## config.mk

```make
export PLATFORM = sky130hd
export DESIGN_NAME = wwdg_core
export DESIGN_NICKNAME = d
export VERILOG_FILES = /design/src/verilog/wwdg_pkg.sv /design/src/verilog/wwdg_core.sv /design/src/verilog/wwdg_sync.sv
export VERILOG_INCLUDE_DIRS = /design/src /design/src/verilog
export SDC_FILE = /design/constraint.sdc
export NUM_CORES = 1
export LEC_CHECK = 0
export BUFFER_PORTS_ARGS = -buffer_cell sky130_fd_sc_hd__buf_2
export CORE_MARGIN = 1
export CORE_UTILIZATION = 50
export DETAILED_ROUTE_END_ITERATION = 8
export PLACE_DENSITY = 0.8
export SLEW_MARGIN = 20
export SYNTH_ARGS = -nofsm -noshare
export SYNTH_HDL_FRONTEND = slang
export SYNTH_SLANG_ARGS = --single-unit
```

## constraint.sdc

```tcl
create_clock -name clock -period 4.3 [get_ports clock]
set_input_delay 0.86 -clock clock [delete_from_list [all_inputs] [get_ports clock]]
set_output_delay 0.86 -clock clock [all_outputs]
set_load 0.005 [all_outputs]
```

## src/verilog/wwdg_map.svh

```systemverilog
`ifndef WWDG_MAP_SVH
`define WWDG_MAP_SVH

// ==========================================================================
// Refresh key values
`define WWDG_KEY_ARM 8'h00
`define WWDG_KEY_FIRE 8'hff

// ==========================================================================
// Counter and timing
`define WWDG_CNT_W 14
`define WWDG_CNT_ZERO 14'h0000
`define WWDG_RELOAD_CYCLES 3'h4
`define WWDG_CLEAR_LAT 3'h3

// ==========================================================================
// Timeout encodings, counts minus one
`define WWDG_TOP_0 14'h03ff
`define WWDG_TOP_1 14'h0fff
`define WWDG_TOP_2 14'h1fff
`define WWDG_TOP_3 14'h3fff

`endif

```

## src/verilog/wwdg_pkg.sv

```systemverilog
package wwdg_pkg;

    typedef struct packed {
        logic [3:0] clock_divide_select;
        logic [1:0] timeout_select;
        logic [1:0] window_start_select;
        logic [1:0] window_end_select;
        logic reset_or_irq_select;
        logic sleep_count_stop;
    } wwdg_cfg_s;

    typedef struct packed {
        logic refresh_error_flag;
        logic underflow_flag;
    } wwdg_flags_s;

    typedef enum logic [1:0] {
        WWDG_IDLE,
        WWDG_RUN,
        WWDG_HOLD,
        WWDG_EXTRA
    } wwdg_state_e;

endpackage

```

## src/verilog/wwdg_core.sv

```systemverilog
`timescale 1ns/100ps
`include "wwdg_map.svh"

// ==========================================================================
module wwdg_core
    import wwdg_pkg::*;
(
    input wire logic clock,
    input wire logic resetn,
    input wire logic watchdog_caused_reset,
    input wire logic start_mode_select,
    input wire wwdg_pkg::wwdg_cfg_s boot_option_word,
    input wire logic cfg_write,
    input wire wwdg_pkg::wwdg_cfg_s cfg_wdata,
    input wire logic refresh_write,
    input wire logic [7:0] refresh_wdata,
    input wire logic status_write,
    input wire wwdg_pkg::wwdg_flags_s status_wdata,
    input wire logic low_power_state,
    output wwdg_pkg::wwdg_cfg_s cfg_active,
    output wwdg_pkg::wwdg_flags_s watchdog_status_reg,
    output logic [`WWDG_CNT_W-1:0] counter_value,
    output logic config_protect,
    output logic watchdog_reset_out,
    output logic watchdog_nmi_request
);
    import wwdg_pkg::*;

    // ======================================================================
    // Helpers
    function automatic logic [13:0] timeout_of(input logic [1:0] sel);
        case (sel)
            2'h0: timeout_of = `WWDG_TOP_0;
            2'h1: timeout_of = `WWDG_TOP_1;
            2'h2: timeout_of = `WWDG_TOP_2;
            default: timeout_of = `WWDG_TOP_3;
        endcase
    endfunction

    // Fraction of the timeout: 0 -> 75%, 1 -> 50%, 2 -> 25%, 3 -> 0%.
    function automatic logic [13:0] quarter_of(input logic [13:0] top,
                                                input logic [1:0] sel);
        logic [13:0] q;
        q = 14'(({1'b0, top} + 15'h0001) >> 2);
        case (sel)
            2'h0: quarter_of = 14'(q * 3);
            2'h1: quarter_of = 14'(q * 2);
            2'h2: quarter_of = q;
            default: quarter_of = 14'h0000;
        endcase
    endfunction

    function automatic logic [3:0] div_log2(input logic [3:0] sel);
        case (sel)
            4'h0: div_log2 = 4'h0;
            4'h2: div_log2 = 4'h4;
            4'h3: div_log2 = 4'h5;
            4'h4: div_log2 = 4'h6;
            4'h5: div_log2 = 4'h7;
            4'h6: div_log2 = 4'h8;
            default: div_log2 = 4'h9;
        endcase
    endfunction

    // ======================================================================
    // Configuration and protection
    wwdg_cfg_s cfg_reg;
    logic refresh_fire;

    // Settings survive a foreign reset together with the lock on them.
    always_ff @(posedge clock) begin
        if (!resetn) begin
            if (watchdog_caused_reset) begin
                cfg_reg <= '0;
            end
        end else if (cfg_write && !config_protect) begin
            cfg_reg <= cfg_wdata;
        end
    end

    // The latch survives foreign resets, so it clears only on our own.
    always_ff @(posedge clock) begin
        if (!resetn) begin
            if (watchdog_caused_reset) begin
                config_protect <= 1'b0;
            end
        end else if (cfg_write || refresh_fire) begin
            config_protect <= 1'b1;
        end
    end

    // Boot word is sampled live; the system must keep it stable.
    always_comb begin
        cfg_active = start_mode_select ? cfg_reg : boot_option_word;
    end

    // ======================================================================
    // Refresh key sequence
    logic armed;

    always_ff @(posedge clock) begin
        if (!resetn) begin
            armed <= 1'b0;
        end else if (refresh_write) begin
            armed <= (refresh_wdata == `WWDG_KEY_ARM);
        end
    end

    assign refresh_fire = refresh_write && armed
        && (refresh_wdata == `WWDG_KEY_FIRE);

    // ======================================================================
    // Count clock divider
    logic [8:0] prescale;
    logic tick;
    logic [8:0] div_mask;

    assign div_mask = 9'((10'h001 << div_log2(
        cfg_active.clock_divide_select)) - 10'h001);
    assign tick = ((prescale & div_mask) == div_mask);

    always_ff @(posedge clock) begin
        if (!resetn) begin
            prescale <= 9'h000;
        end else begin
            prescale <= 9'(prescale + 9'h001);
        end
    end

    // ======================================================================
    // Counter and window
    wwdg_state_e state;
    logic [13:0] count;
    logic [13:0] top;
    logic [13:0] win_hi;
    logic [13:0] win_lo;
    logic in_window;
    logic pending;
    logic [2:0] reload_wait;
    logic fault;
    logic is_underflow;
    logic stopped;

    assign top = timeout_of(cfg_active.timeout_select);
    assign win_hi = quarter_of(top, cfg_active.window_start_select);
    assign win_lo = quarter_of(top, cfg_active.window_end_select);
    assign in_window = (count <= win_hi) && (count >= win_lo);
    assign stopped = cfg_active.sleep_count_stop && low_power_state;
    assign is_underflow = (state == WWDG_RUN) && tick && !stopped
        && (count == `WWDG_CNT_ZERO) && !pending;
    assign fault = is_underflow
        || (refresh_fire && state == WWDG_RUN && !in_window);

    always_ff @(posedge clock) begin
        if (!resetn) begin
            pending <= 1'b0;
            reload_wait <= 3'h0;
        end else if (refresh_fire && (state != WWDG_RUN || in_window)) begin
            pending <= 1'b1;
            reload_wait <= 3'h0;
        end else if (pending && tick) begin
            reload_wait <= 3'(reload_wait + 3'h1);
            if (reload_wait == 3'(`WWDG_RELOAD_CYCLES - 3'h1)) begin
                pending <= 1'b0;
            end
        end
    end

    always_ff @(posedge clock) begin
        if (!resetn) begin
            state <= start_mode_select ? WWDG_IDLE : WWDG_RUN;
            count <= `WWDG_CNT_ZERO;
        end else begin
            case (state)
                WWDG_IDLE: begin
                    if (pending && tick
                        && reload_wait == 3'(`WWDG_RELOAD_CYCLES - 3'h1)) begin
                        state <= WWDG_RUN;
                        count <= top;
                    end
                end
                WWDG_RUN: begin
                    if (fault) begin
                        state <= start_mode_select ? WWDG_HOLD
                                                   : WWDG_EXTRA;
                        count <= `WWDG_CNT_ZERO;
                    end else if (pending && tick && reload_wait
                        == 3'(`WWDG_RELOAD_CYCLES - 3'h1)) begin
                        count <= top;
                    end else if (tick && !stopped) begin
                        count <= 14'(count - 14'h0001);
                    end
                end
                WWDG_HOLD: begin
                    count <= `WWDG_CNT_ZERO;
                end
                WWDG_EXTRA: begin
                    if (tick) begin
                        state <= WWDG_RUN;
                        count <= top;
                    end
                end
                default: begin
                    state <= WWDG_IDLE;
                end
            endcase
        end
    end

    // ======================================================================
    // Response outputs
    always_ff @(posedge clock) begin
        if (!resetn) begin
            watchdog_reset_out <= 1'b0;
            watchdog_nmi_request <= 1'b0;
        end else begin
            watchdog_reset_out <= fault && cfg_active.reset_or_irq_select;
            watchdog_nmi_request <= fault
                && !cfg_active.reset_or_irq_select;
        end
    end

    // ======================================================================
    // Status flags: the set wins over a clear in the same cycle.
    // Flags live across any reset so software can read the cause.
    always_ff @(posedge clock) begin
        if (fault) begin
            watchdog_status_reg.underflow_flag <= is_underflow;
            watchdog_status_reg.refresh_error_flag <= !is_underflow;
        end else if (status_write) begin
            if (!status_wdata.underflow_flag) begin
                watchdog_status_reg.underflow_flag <= 1'b0;
            end
            if (!status_wdata.refresh_error_flag) begin
                watchdog_status_reg.refresh_error_flag <= 1'b0;
            end
        end
    end

    // ======================================================================
    // Readback: a two-stage copy, so the value trails the count by two clock cycles.
    wwdg_sync #(
        .WIDTH(`WWDG_CNT_W)
    ) u_sync (
        .clock(clock),
        .resetn(resetn),
        .d(count),
        .q(counter_value)
    );

    // ======================================================================
    // Checks
    a_fault_response: assert property (
        @(posedge clock) disable iff (!resetn)
        fault |=> (watchdog_reset_out || watchdog_nmi_request))
        else $error("fault gave no response");
    a_nmi_select: assert property (
        @(posedge clock) disable iff (!resetn)
        watchdog_nmi_request |-> !watchdog_reset_out)
        else $error("nmi and reset together");
    a_protect_sets: assert property (
        @(posedge clock) disable iff (!resetn)
        cfg_write |=> config_protect)
        else $error("protect did not set");
    a_cfg_frozen: assert property (
        @(posedge clock) disable iff (!resetn)
        config_protect |=> $stable(cfg_reg))
        else $error("protected config changed");
    a_bad_key: assert property (
        @(posedge clock) disable iff (!resetn)
        (refresh_write && refresh_wdata != `WWDG_KEY_FIRE)
        |-> !refresh_fire)
        else $error("refresh on wrong key");
    a_flag_clear: assert property (
        @(posedge clock) disable iff (!resetn)
        (status_write && !status_wdata.underflow_flag && !fault)
        |=> !watchdog_status_reg.underflow_flag)
        else $error("flag clear lost");
    a_hold_zero: assert property (
        @(posedge clock) disable iff (!resetn)
        (state == WWDG_HOLD) |=> count == `WWDG_CNT_ZERO)
        else $error("held counter not zero");
    a_sync_lag: assert property (
        @(posedge clock) disable iff (!resetn)
        ##2 counter_value == $past(count, 2))
        else $error("readback lag wrong");
    a_window_error: assert property (
        @(posedge clock) disable iff (!resetn)
        (refresh_fire && state == WWDG_RUN && !in_window)
        |=> watchdog_status_reg.refresh_error_flag)
        else $error("window error not flagged");
    a_idle_still: assert property (
        @(posedge clock) disable iff (!resetn)
        (state == WWDG_IDLE && !pending) |=> count == `WWDG_CNT_ZERO)
        else $error("idle counter moved");
    a_extra_reload: assert property (
        @(posedge clock) disable iff (!resetn)
        (state == WWDG_EXTRA && tick) |=> (count == $past(top)))
        else $error("extra cycle did not reload");
    a_sleep_stop: assert property (
        @(posedge clock) disable iff (!resetn)
        (state == WWDG_RUN && stopped && !fault && !pending)
        |=> $stable(count))
        else $error("counter moved while stopped");
    a_protect_kept: assert property (
        @(posedge clock) disable iff (!resetn)
        config_protect |=> config_protect)
        else $error("protect dropped outside reset");
    a_flag_replace: assert property (
        @(posedge clock) disable iff (!resetn)
        (fault && is_underflow)
        |=> (watchdog_status_reg == 2'b01))
        else $error("underflow cause not recorded");
    c_refresh: cover property (@(posedge clock) refresh_fire);
    c_underflow: cover property (@(posedge clock) is_underflow);
    c_window_err: cover property (@(posedge clock) fault && !is_underflow);
    c_auto_extra: cover property (@(posedge clock) state == WWDG_EXTRA);
    c_sleep: cover property (@(posedge clock) stopped && state == WWDG_RUN);
endmodule

```

## src/verilog/wwdg_sync.sv

```systemverilog
`timescale 1ns/100ps

// ==========================================================================
// Two-stage level synchroniser for a word that changes slowly.
module wwdg_sync #(
    parameter int WIDTH = 14
) (
    input wire logic clock,
    input wire logic resetn,
    input wire logic [WIDTH-1:0] d,
    output logic [WIDTH-1:0] q
);
    logic [WIDTH-1:0] stage1;

    always_ff @(posedge clock) begin
        if (!resetn) begin
            stage1 <= '0;
            q <= '0;
        end else begin
            stage1 <= d;
            q <= stage1;
        end
    end
endmodule

```

* After elaboration in Yosys (flattened, before gate mapping)
Index checks and enable logic that the tools add are counted.
** Storage, ports and cells
- Register bits :: 75
- Output and inout port bits :: 31
- Logic and storage cells :: 135
** Operators by class
- Add/subtract/negate cells :: 5
- Multiply operators :: 1
- Magnitude comparators :: 2
- Equal/unequal tests :: 29
- Shift operators :: 1
- Multiplexer cells :: 31
- Bitwise operators :: 2
- Reduce and logical (&&, ||, !) cells :: 45
** Operators with widths (number)
- 14-bit case mux with 3 select lines :: 3
- 14-bit two-way mux :: 5
- 14-bit case mux with 4 select lines :: 1
- 12-bit two-way mux :: 4
- 4-bit case mux with 6 select lines :: 1
- 1-bit logical AND :: 17
- 14-bit by 1-bit adder with 15-bit output (second input constant) :: 1
- 14-bit greater-or-equal comparator :: 1
- 14-bit <= comparator :: 1
- 14-bit logical NOT :: 1
- 13-bit by 2-bit multiplier with 14-bit output (second input constant) :: 1
- 14-bit by 1-bit subtractor with 14-bit output (second input constant) :: 1
- 4-bit by 3-bit equality test with 1-bit output (second input constant) :: 3
- 2-bit two-way mux :: 6
- 2-bit equality test (second input constant) :: 5
- 1-bit two-way mux :: 10
- 2-bit by 1-bit inequality test with 1-bit output (second input constant) :: 5
- 2-bit AND reduction :: 5
- 9-bit by 1-bit adder with 9-bit output (second input constant) :: 1
- 9-bit AND :: 1
- 9-bit equality test :: 1
- 3-bit inequality test (second input constant) :: 3
- 1-bit by 4-bit left shift with 9-bit output (first input constant) :: 1
- 9-bit by 1-bit subtractor with 9-bit output (second input constant) :: 1
- other kinds (19) :: 37

* Logic depth before layout (Yosys ltp)
Gate-level depths: netlist (run 1).
- Word-level depth :: 15
- Gate-level depth with buffers :: 18
- Depth with buffers taken out :: 15

* Cells and area by module
Synthesis (run 1) repeated with hierarchy kept, for this count alone.
** Second synthesis, totals
- Cells, all modules :: 420
- Area total of the unflattened synthesis :: 4050.1 um2
** By module, submodules not included
- wwdg_core :: times used 1, cells an instance 362, area an instance 3264.4 um2, seq. area each 1111.1 um2
- wwdg_sync :: times used 1, cells an instance 58, area an instance 785.8 um2, seq. area each 560.5 um2

* Worst setup path after synthesis (run 1)
OpenSTA, ideal clock, no wires.
- Kind :: input-to-reg
- From :: in start_mode_select
- To :: reg count[2]
- Arrival time :: 4141 ps
- Path slack :: 99 ps
- Stages :: 16
- Path buffers :: 3
- Cells stage by stage :: buf_6 > clkbuf_1 > mux2i_1 > inv_1 > ha_1 > nor2_1 > a21oi_1 > a22oi_1 > ha_1 > a21o_1 > a211o_1 > a31oi_1 > a31oi_4 > buf_4 > o21bai_1 > o311a_1
** RTL lines
- start: declaration :: line wwdg_core.sv:11 : input wire logic start_mode_select,
- end signal: assignment :: line wwdg_core.sv:172 : count <= `WWDG_CNT_ZERO;
- end signal: assignment :: line wwdg_core.sv:179 : count <= top;
- end signal: assignment :: line wwdg_core.sv:186 : count <= `WWDG_CNT_ZERO;
- end: declaration :: line wwdg_core.sv:133 : logic [13:0] count;

* Worst setup path after layout (run 1)
- From :: in start_mode_select
- To :: reg count[7]
** On the way
- Word-level cells in the longest chain between the ends :: 14
- Elaborated cells between the ends (all ways) :: 48
- Classes of those cells :: add/sub: 2; mul: 1; order compare: 2; eq/ne: 15; shift: 1; mux: 8; bitwise: 1; reduce/logical: 18
** Ends and longest elaborated chain
- 12-bit two-way mux (*) :: line wwdg_core.sv:94 : cfg_active = start_mode_select ? cfg_reg : boot_option_word;
- parallel branches: the longest is 13 deep, another holds 14-bit by 1-bit adder with 15-bit output
Every way passes the cells marked *.
A chain may end at the register's enable or synchronous reset.

==> results by group, run 1 <==
Pwr
  • Max rail drop VDD: 0.2745 mV
  • Power Dens Cells: 400.2 nW/um2
  • P_leak: 0.002033 uW

Layout
  • Fill cell count: 683
  • Ant diodes: 0
  • Share of layout cells above drive strength 1: 0.2395
  • Final nets: 564
  • Largest regs: count: 14 flops, u_sync.q: 14 flops, u_sync.stage1: 14 flops
  • Commonest non-fill, non-tap cells in the layout: buf_2 (72), dfxtp_1 (58), and2_1 (36)
  • Most common cell after layout, fill and taps aside: buf_2
  • Area Growth Syn to Fin: 16.91%

Detailed routing
  • DR DRC count: 0
  • Drt first pass iters: 5
  • Vias per cell: 5.546
  • Post-Route WL: 8.737 mm
  • DR iter-0 viols: 205
  • Via count of the routed design: 3344
  • Routed Antenna Nets: 0
  • Average wire per standard cell: 14.49 um

Floorplan
  • I/O pins: 73
  • Die area: 8275 um2
  • Die width: 90.97 um
  • Chip height: 90.97 um
  • Placement Rows: 32
  • Core Region: 7687 um2
  • Initial core utilization: 0.5148

Placement
  • Routability cong.: 0.8328
  • Buffers on Ports: 72
  • Worst slack, placed: 106.3 ps
  • Final HPWL DP: 6.607 mm

CTS
  • Count of cells resized by post-cts repair: 0
  • Max H-tree Level: 3
  • Post-CTS Setup Bufs: 0
  • Root buffer selected by CTS: clkbuf_8
  • Clk Latency, worst-skew pair: 350 ps
  • Worst-case clock buffer depth: 2
  • CTS Buf Count: 9
  • CTS tree: yes
  • Post-CTS Hold Buffers: 0
  • Sink Count: 75
  • CTS clk-pin slew, worst paths: 80 ps

Min path
  • Hold path depth: 1
  • Worst Hold End: u_sync.q[11]
  • Hold Startpoint: u_sync.stage1[11]
  • Hold WC Path Type: flip-flop to flip-flop

Job
  • Max cap viols: 0

Synth
  • Asr flop ratio synth: 0
  • Synth unique cells: 58
  • Yosys reg bits: 75
  • Post-Syn Nets: 485
  • Syn Inst Count: 417
  • Synth Flop Type: dfxtp_1
  • Sequential share of the synthesized area: 0.4224
  • Syn Area/Cell: 9.491 um2
  • Yosys warns: 0
  • Synthesized area: 3958 um2
  • EDFF count, synth: 17

GRT
  • GR Overflow Total: 0
  • First-pass GRT wire length: 14.81 mm
  • GRT Total Usage: 0.2248
  • Largest net degree at the start of global routing: 32
  • Initial antenna violation count: 0
  • Vias in the first global route: 3247

STA
  • Clock skew: 12.10 ps
  • Setup ws final: 470.1 ps
  • Fmax: 261.1 MHz
  • Final slew viol count: 0
  • Final Cycle Share: 0.8907
  • Setup TNS: 0 ps
  • Period minus WS final: 3830 ps
  • RSZ-0062 raised after global routing: no
  • Slew Limit Headroom: 0.4054
  • Final setup violation count: 0
  • Worst-Margin Slew: 888.7 ps
  • Final hold violations: 0

Worst setup path
  • Critical path startpoint category: input port
  • Worst Path Class, Setup: input port to flip-flop
  • Worst r2r src: cfg_reg[6]
  • Max FO, Critical Path: 20
  • Reg2reg setup slack: 810 ps
  • Reg2Reg Depth: 15
  • CP required: 4540 ps
  • Worst setup EP type: flip-flop
  • FF-to-FF End: count[7]
  • CP Launch Point: start_mode_select
  • Crit path DAT: 4070 ps

Outcome
  • Status: complete, no violations
==> per-layer routing <==
layer,part of all wire,up-vias,wire length (um),global-route usage
li1,-,1649,-,-
met1,0.43,1573,3751,0.2722
met2,0.50,103,4344,0.3845
met3,0.043,19,376,0.03853
met4,0.030,0,265,0.1124
met5,0,-,0,0
==> synthesized netlist by cell type, drive strengths merged, types with 4 or more instances <==
cell	n	area, um2
a211oi	7	67.57
nor3	16	85.08
nand4	7	43.79
mux2	7	78.83
o32ai	5	51.30
edfxtp	17	510.5
a31oi	6	52.55
ha	26	325.3
clkbuf	11	41.29
a21oi	25	125.1
and2	36	225.2
or3	6	42.54
buf	5	42.53
xor2	7	61.31
nor3b	5	48.80
o21ai	14	73.82
mux2i	12	120.1
nor2	35	131.4
xnor2	7	61.31
nand3	6	30.03
nand2	30	112.6
nor4	4	31.28
o21bai	8	63.81
inv	24	90.09
dfxtp	58	1161
==> cell families after synthesis <==
logic type      share of synthesized area
fa+ha+maj                         0.08220
xor+xnor                          0.03098
simple gates                       0.2131
mux                               0.05027
buf+inv                           0.04489
other cells                     0.0009476
flops                              0.4224
compound gates                     0.1552
==> where the power goes <==
| group | internal [uW] | total (uW) | switching [uW] | leakage (uW) |
|---|---|---|---|---|
| Sequential | 783 | 838 | 54.9 | 0.000641 |
| Combinational | 238 | 538 | 300 | 0.00131 |
| Clock | 214 | 475 | 262 | 0.0000848 |
| Total | 1230 | 1850 | 617 | 0.00203 |
==> worst max-delay path by stage <==
stage	end	slack, ps	depth (start not counted)
global placement	count[7]	320	15
finish	count[7]	470	16
CTS	count[7]	480	16
floorplan	count[2]	100	16
global route	count[13]	120	16
detailed placement	count[7]	110	16
==> worst max-delay path, stage by stage <==
cell and delay, ps:
buf_2 140, mux2i_1 310, inv_1 150, ha_1 270, mux2i_1 140, nor2_1 60
a21oi_1 140, ha_1 270, a211oi_1 230, o21bai_1 130, o32ai_2 160, a31oi_1 230
a31oi_4 540, buf_4 230, o21bai_1 70, o311a_1 120
==> layout make-up <==
cell class	count	area, um2	area share
Timing Repair Buffer	84	450.4	0.09735
Multi-Input combinational cell	301	2115	0.4570
Tap cell	102	127.6	0.02758
Clock buffer	11	131.4	0.02839
Sequential cell	75	1672	0.3613
Inverter	25	93.84	0.02028
Clock inverter	5	37.54	0.008112
==> through the flow <==
stage	power [uW]	hold slack, ps	std cells	utilization	cell area, um2
final	1852	428.8	603	0.6019	4627
after global routing	1970	444.6	603	0.6019	4627
after CTS	1855	427.7	603	0.6011	4621
after detailed placement	1385	418.1	587	0.5791	4452
after global placement	1362	414.3	587	0.5791	4452
after floorplan	1237	411.9	417	-	3958
Power figures use the tool's default switching activity.
==> run 2: changes to the inputs <==
- BUFFER_PORTS_ARGS: -buffer_cell sky130_fd_sc_hd__buf_2 -> -buffer_cell sky130_fd_sc_hd__clkbuf_2
==> run 2 against run 1 <==
Effect of this change:
- clock power up 15%
- setup slack worse by 63 ps
- fmax down 1.6%
- first-iteration DRC count up 18%
- die area unchanged
- clock skew about the same
- wire length up 1.3%
- critical path depth down 1
- via count down 1.9%
- final cell count down 0.50%
- sequential cell count unchanged
- critical path type unchanged
- largest power group unchanged
==> results by group, run 2 (synthesis gave the netlist of run 1 again) <==
Layout
  • Fill cell count: 663
  • Most common cell after layout, fill and taps aside: clkbuf_2
  • Utilization after layout: 0.6029
  • Share of layout cells above drive strength 1: 0.2369
  • Final nets: 561
  • Ant diodes: 0
  • Multi-input logic area: 2115 um2
  • Register area: 1672 um2
  • Area Growth Syn to Fin: 17.10%
  • Commonest non-fill, non-tap cells in the layout: clkbuf_2 (72), dfxtp_1 (58), and2_1 (36)
  • Largest regs: count: 14 flops, u_sync.q: 14 flops, u_sync.stage1: 14 flops

Floorplan
  • Die area: 8275 um2
  • Initial core utilization: 0.5148
  • Core Region: 7687 um2
  • Die width: 90.97 um
  • Chip height: 90.97 um
  • I/O pins: 73
  • Placement Rows: 32

STA
  • Clock skew: 11.82 ps
  • Period minus WS final: 3893 ps
  • Slew Limit Headroom: 0.4228
  • Fmax: 256.9 MHz
  • Worst-Margin Slew: 862.6 ps
  • Final slew viol count: 0
  • Setup TNS: 0 ps
  • Final Cycle Share: 0.9054
  • RSZ-0062 raised after global routing: no
  • Final hold violations: 0
  • Final setup violation count: 0

Worst setup path
  • Crit path DAT: 4110 ps
  • Max FO, Critical Path: 21
  • Reg2reg setup slack: 790 ps
  • Worst setup EP type: flip-flop
  • CP required: 4520 ps
  • Critical path startpoint category: input port
  • Worst Path Class, Setup: input port to flip-flop

Detailed routing
  • Drt first pass iters: 4
  • DR DRC count: 0
  • Via count of the routed design: 3282
  • Routed Antenna Nets: 0
  • Vias per cell: 5.470
  • Average wire per standard cell: 14.75 um
  • Post-Route WL: 8.850 mm
  • DR iter-0 viols: 242

Min path
  • Hold WC Path Type: flip-flop to flip-flop

Pwr
  • P_leak: 0.002032 uW
  • Power Dens Cells: 413.9 nW/um2
  • Max rail drop VDD: 0.3008 mV

CTS
  • CTS Buf Count: 9
  • Max H-tree Level: 3
  • Root buffer selected by CTS: clkbuf_8
  • Sink Count: 75
  • CTS tree: yes
  • Count of cells resized by post-cts repair: 0
  • Post-CTS Setup Bufs: 0
  • CTS clk-pin slew, worst paths: 90 ps
  • Worst-case clock buffer depth: 2
  • Clk Latency, worst-skew pair: 350 ps
  • Post-CTS Hold Buffers: 0

Outcome
  • Status: complete, no violations

Placement
  • Routability cong.: 0.8356
  • Final HPWL DP: 6.575 mm
  • Buffers on Ports: 72

Job
  • Max cap viols: 0

GRT
  • GRT Total Usage: 0.2289
  • GR Overflow Total: 0
  • Vias in the first global route: 3255
  • Largest net degree at the start of global routing: 49
  • First-pass GRT wire length: 15.04 mm
  • Initial antenna violation count: 0
[run 2: cell types whose count changed in the layout (fill, tap and decap cells not counted)]
| cell | previous run | this run |
|---|---|---|
| buf_2 | 72 | 0 |
| clkbuf_2 | 0 | 72 |
| buf_4 | 12 | 9 |
| bufinv_16 | 0 | 1 |
| clkbuf_1 | 2 | 1 |
| clkinv_4 | 1 | 2 |
| clkinvlp_4 | 1 | 0 |
| inv_4 | 2 | 1 |
| inv_6 | 1 | 2 |
[run 2: layout make-up]
| class | count | area share |
|---|---|---|
| clock buffer | 10 | 0.02754 |
| clock inverter | 6 | 0.01539 |
| inverter | 25 | 0.02025 |
| multi-input combinational | 301 | 0.4563 |
| sequential | 75 | 0.3607 |
| tap | 102 | 0.02754 |
| timing repair buffer | 81 | 0.09233 |
[run 2: routing by layer]
layer / vias to the layer above / track usage / routed length, um
met1: 1547 / 0.2744 / 3870
met2: 84 / 0.3883 / 4331
met3: 16 / 0.04355 / 384
met5: - / 0 / 0
met4: 0 / 0.1217 / 263
li1: 1635 / - / -
[run 2: final timing paths]
check,start,to,depth (start not counted)
setup / recovery,start_mode_select,count[13],15
hold / removal,u_sync.stage1[11],u_sync.q[11],1
setup reg to reg,cfg_reg[6],count[13],14
hold reg to reg,u_sync.stage1[11],u_sync.q[11],1
[run 2: critical path, cell delays in order]
cell	delay, ps
clkbuf_2	160
mux2i_1	320
inv_1	140
ha_1	270
nor2_1	130
a21oi_1	50
a22oi_1	150
ha_1	270
a21o_1	180
a211o_1	330
a31oi_1	380
a31oi_4	320
buf_4	260
a21oi_1	160
o32ai_1	120
[run 2: through the flow]
| step | hold slack (ps) | setup slack [ps] | area, um2 | power (uW) | cells |
|---|---|---|---|---|---|
| after CTS | 422.3 | 424.0 | 4628 | 1926 | 600 |
| final | 425.0 | 406.7 | 4634 | 1918 | 600 |
| after global routing | 430.0 | 105.3 | 4634 | 2030 | 600 |
| after detailed placement | 417.9 | 48.37 | 4429 | 1378 | 584 |
| after floorplan | 411.9 | 99.06 | 3958 | 1237 | 417 |
| after global placement | 415.9 | 259.0 | 4429 | 1356 | 584 |
[run 2: power by group]
group	total [uW]	internal (uW)	leakage (uW)	switching, uW
clock	546	275	0.000102	271
sequential	839	783	0.000641	56.3
combinational	533	235	0.00129	299
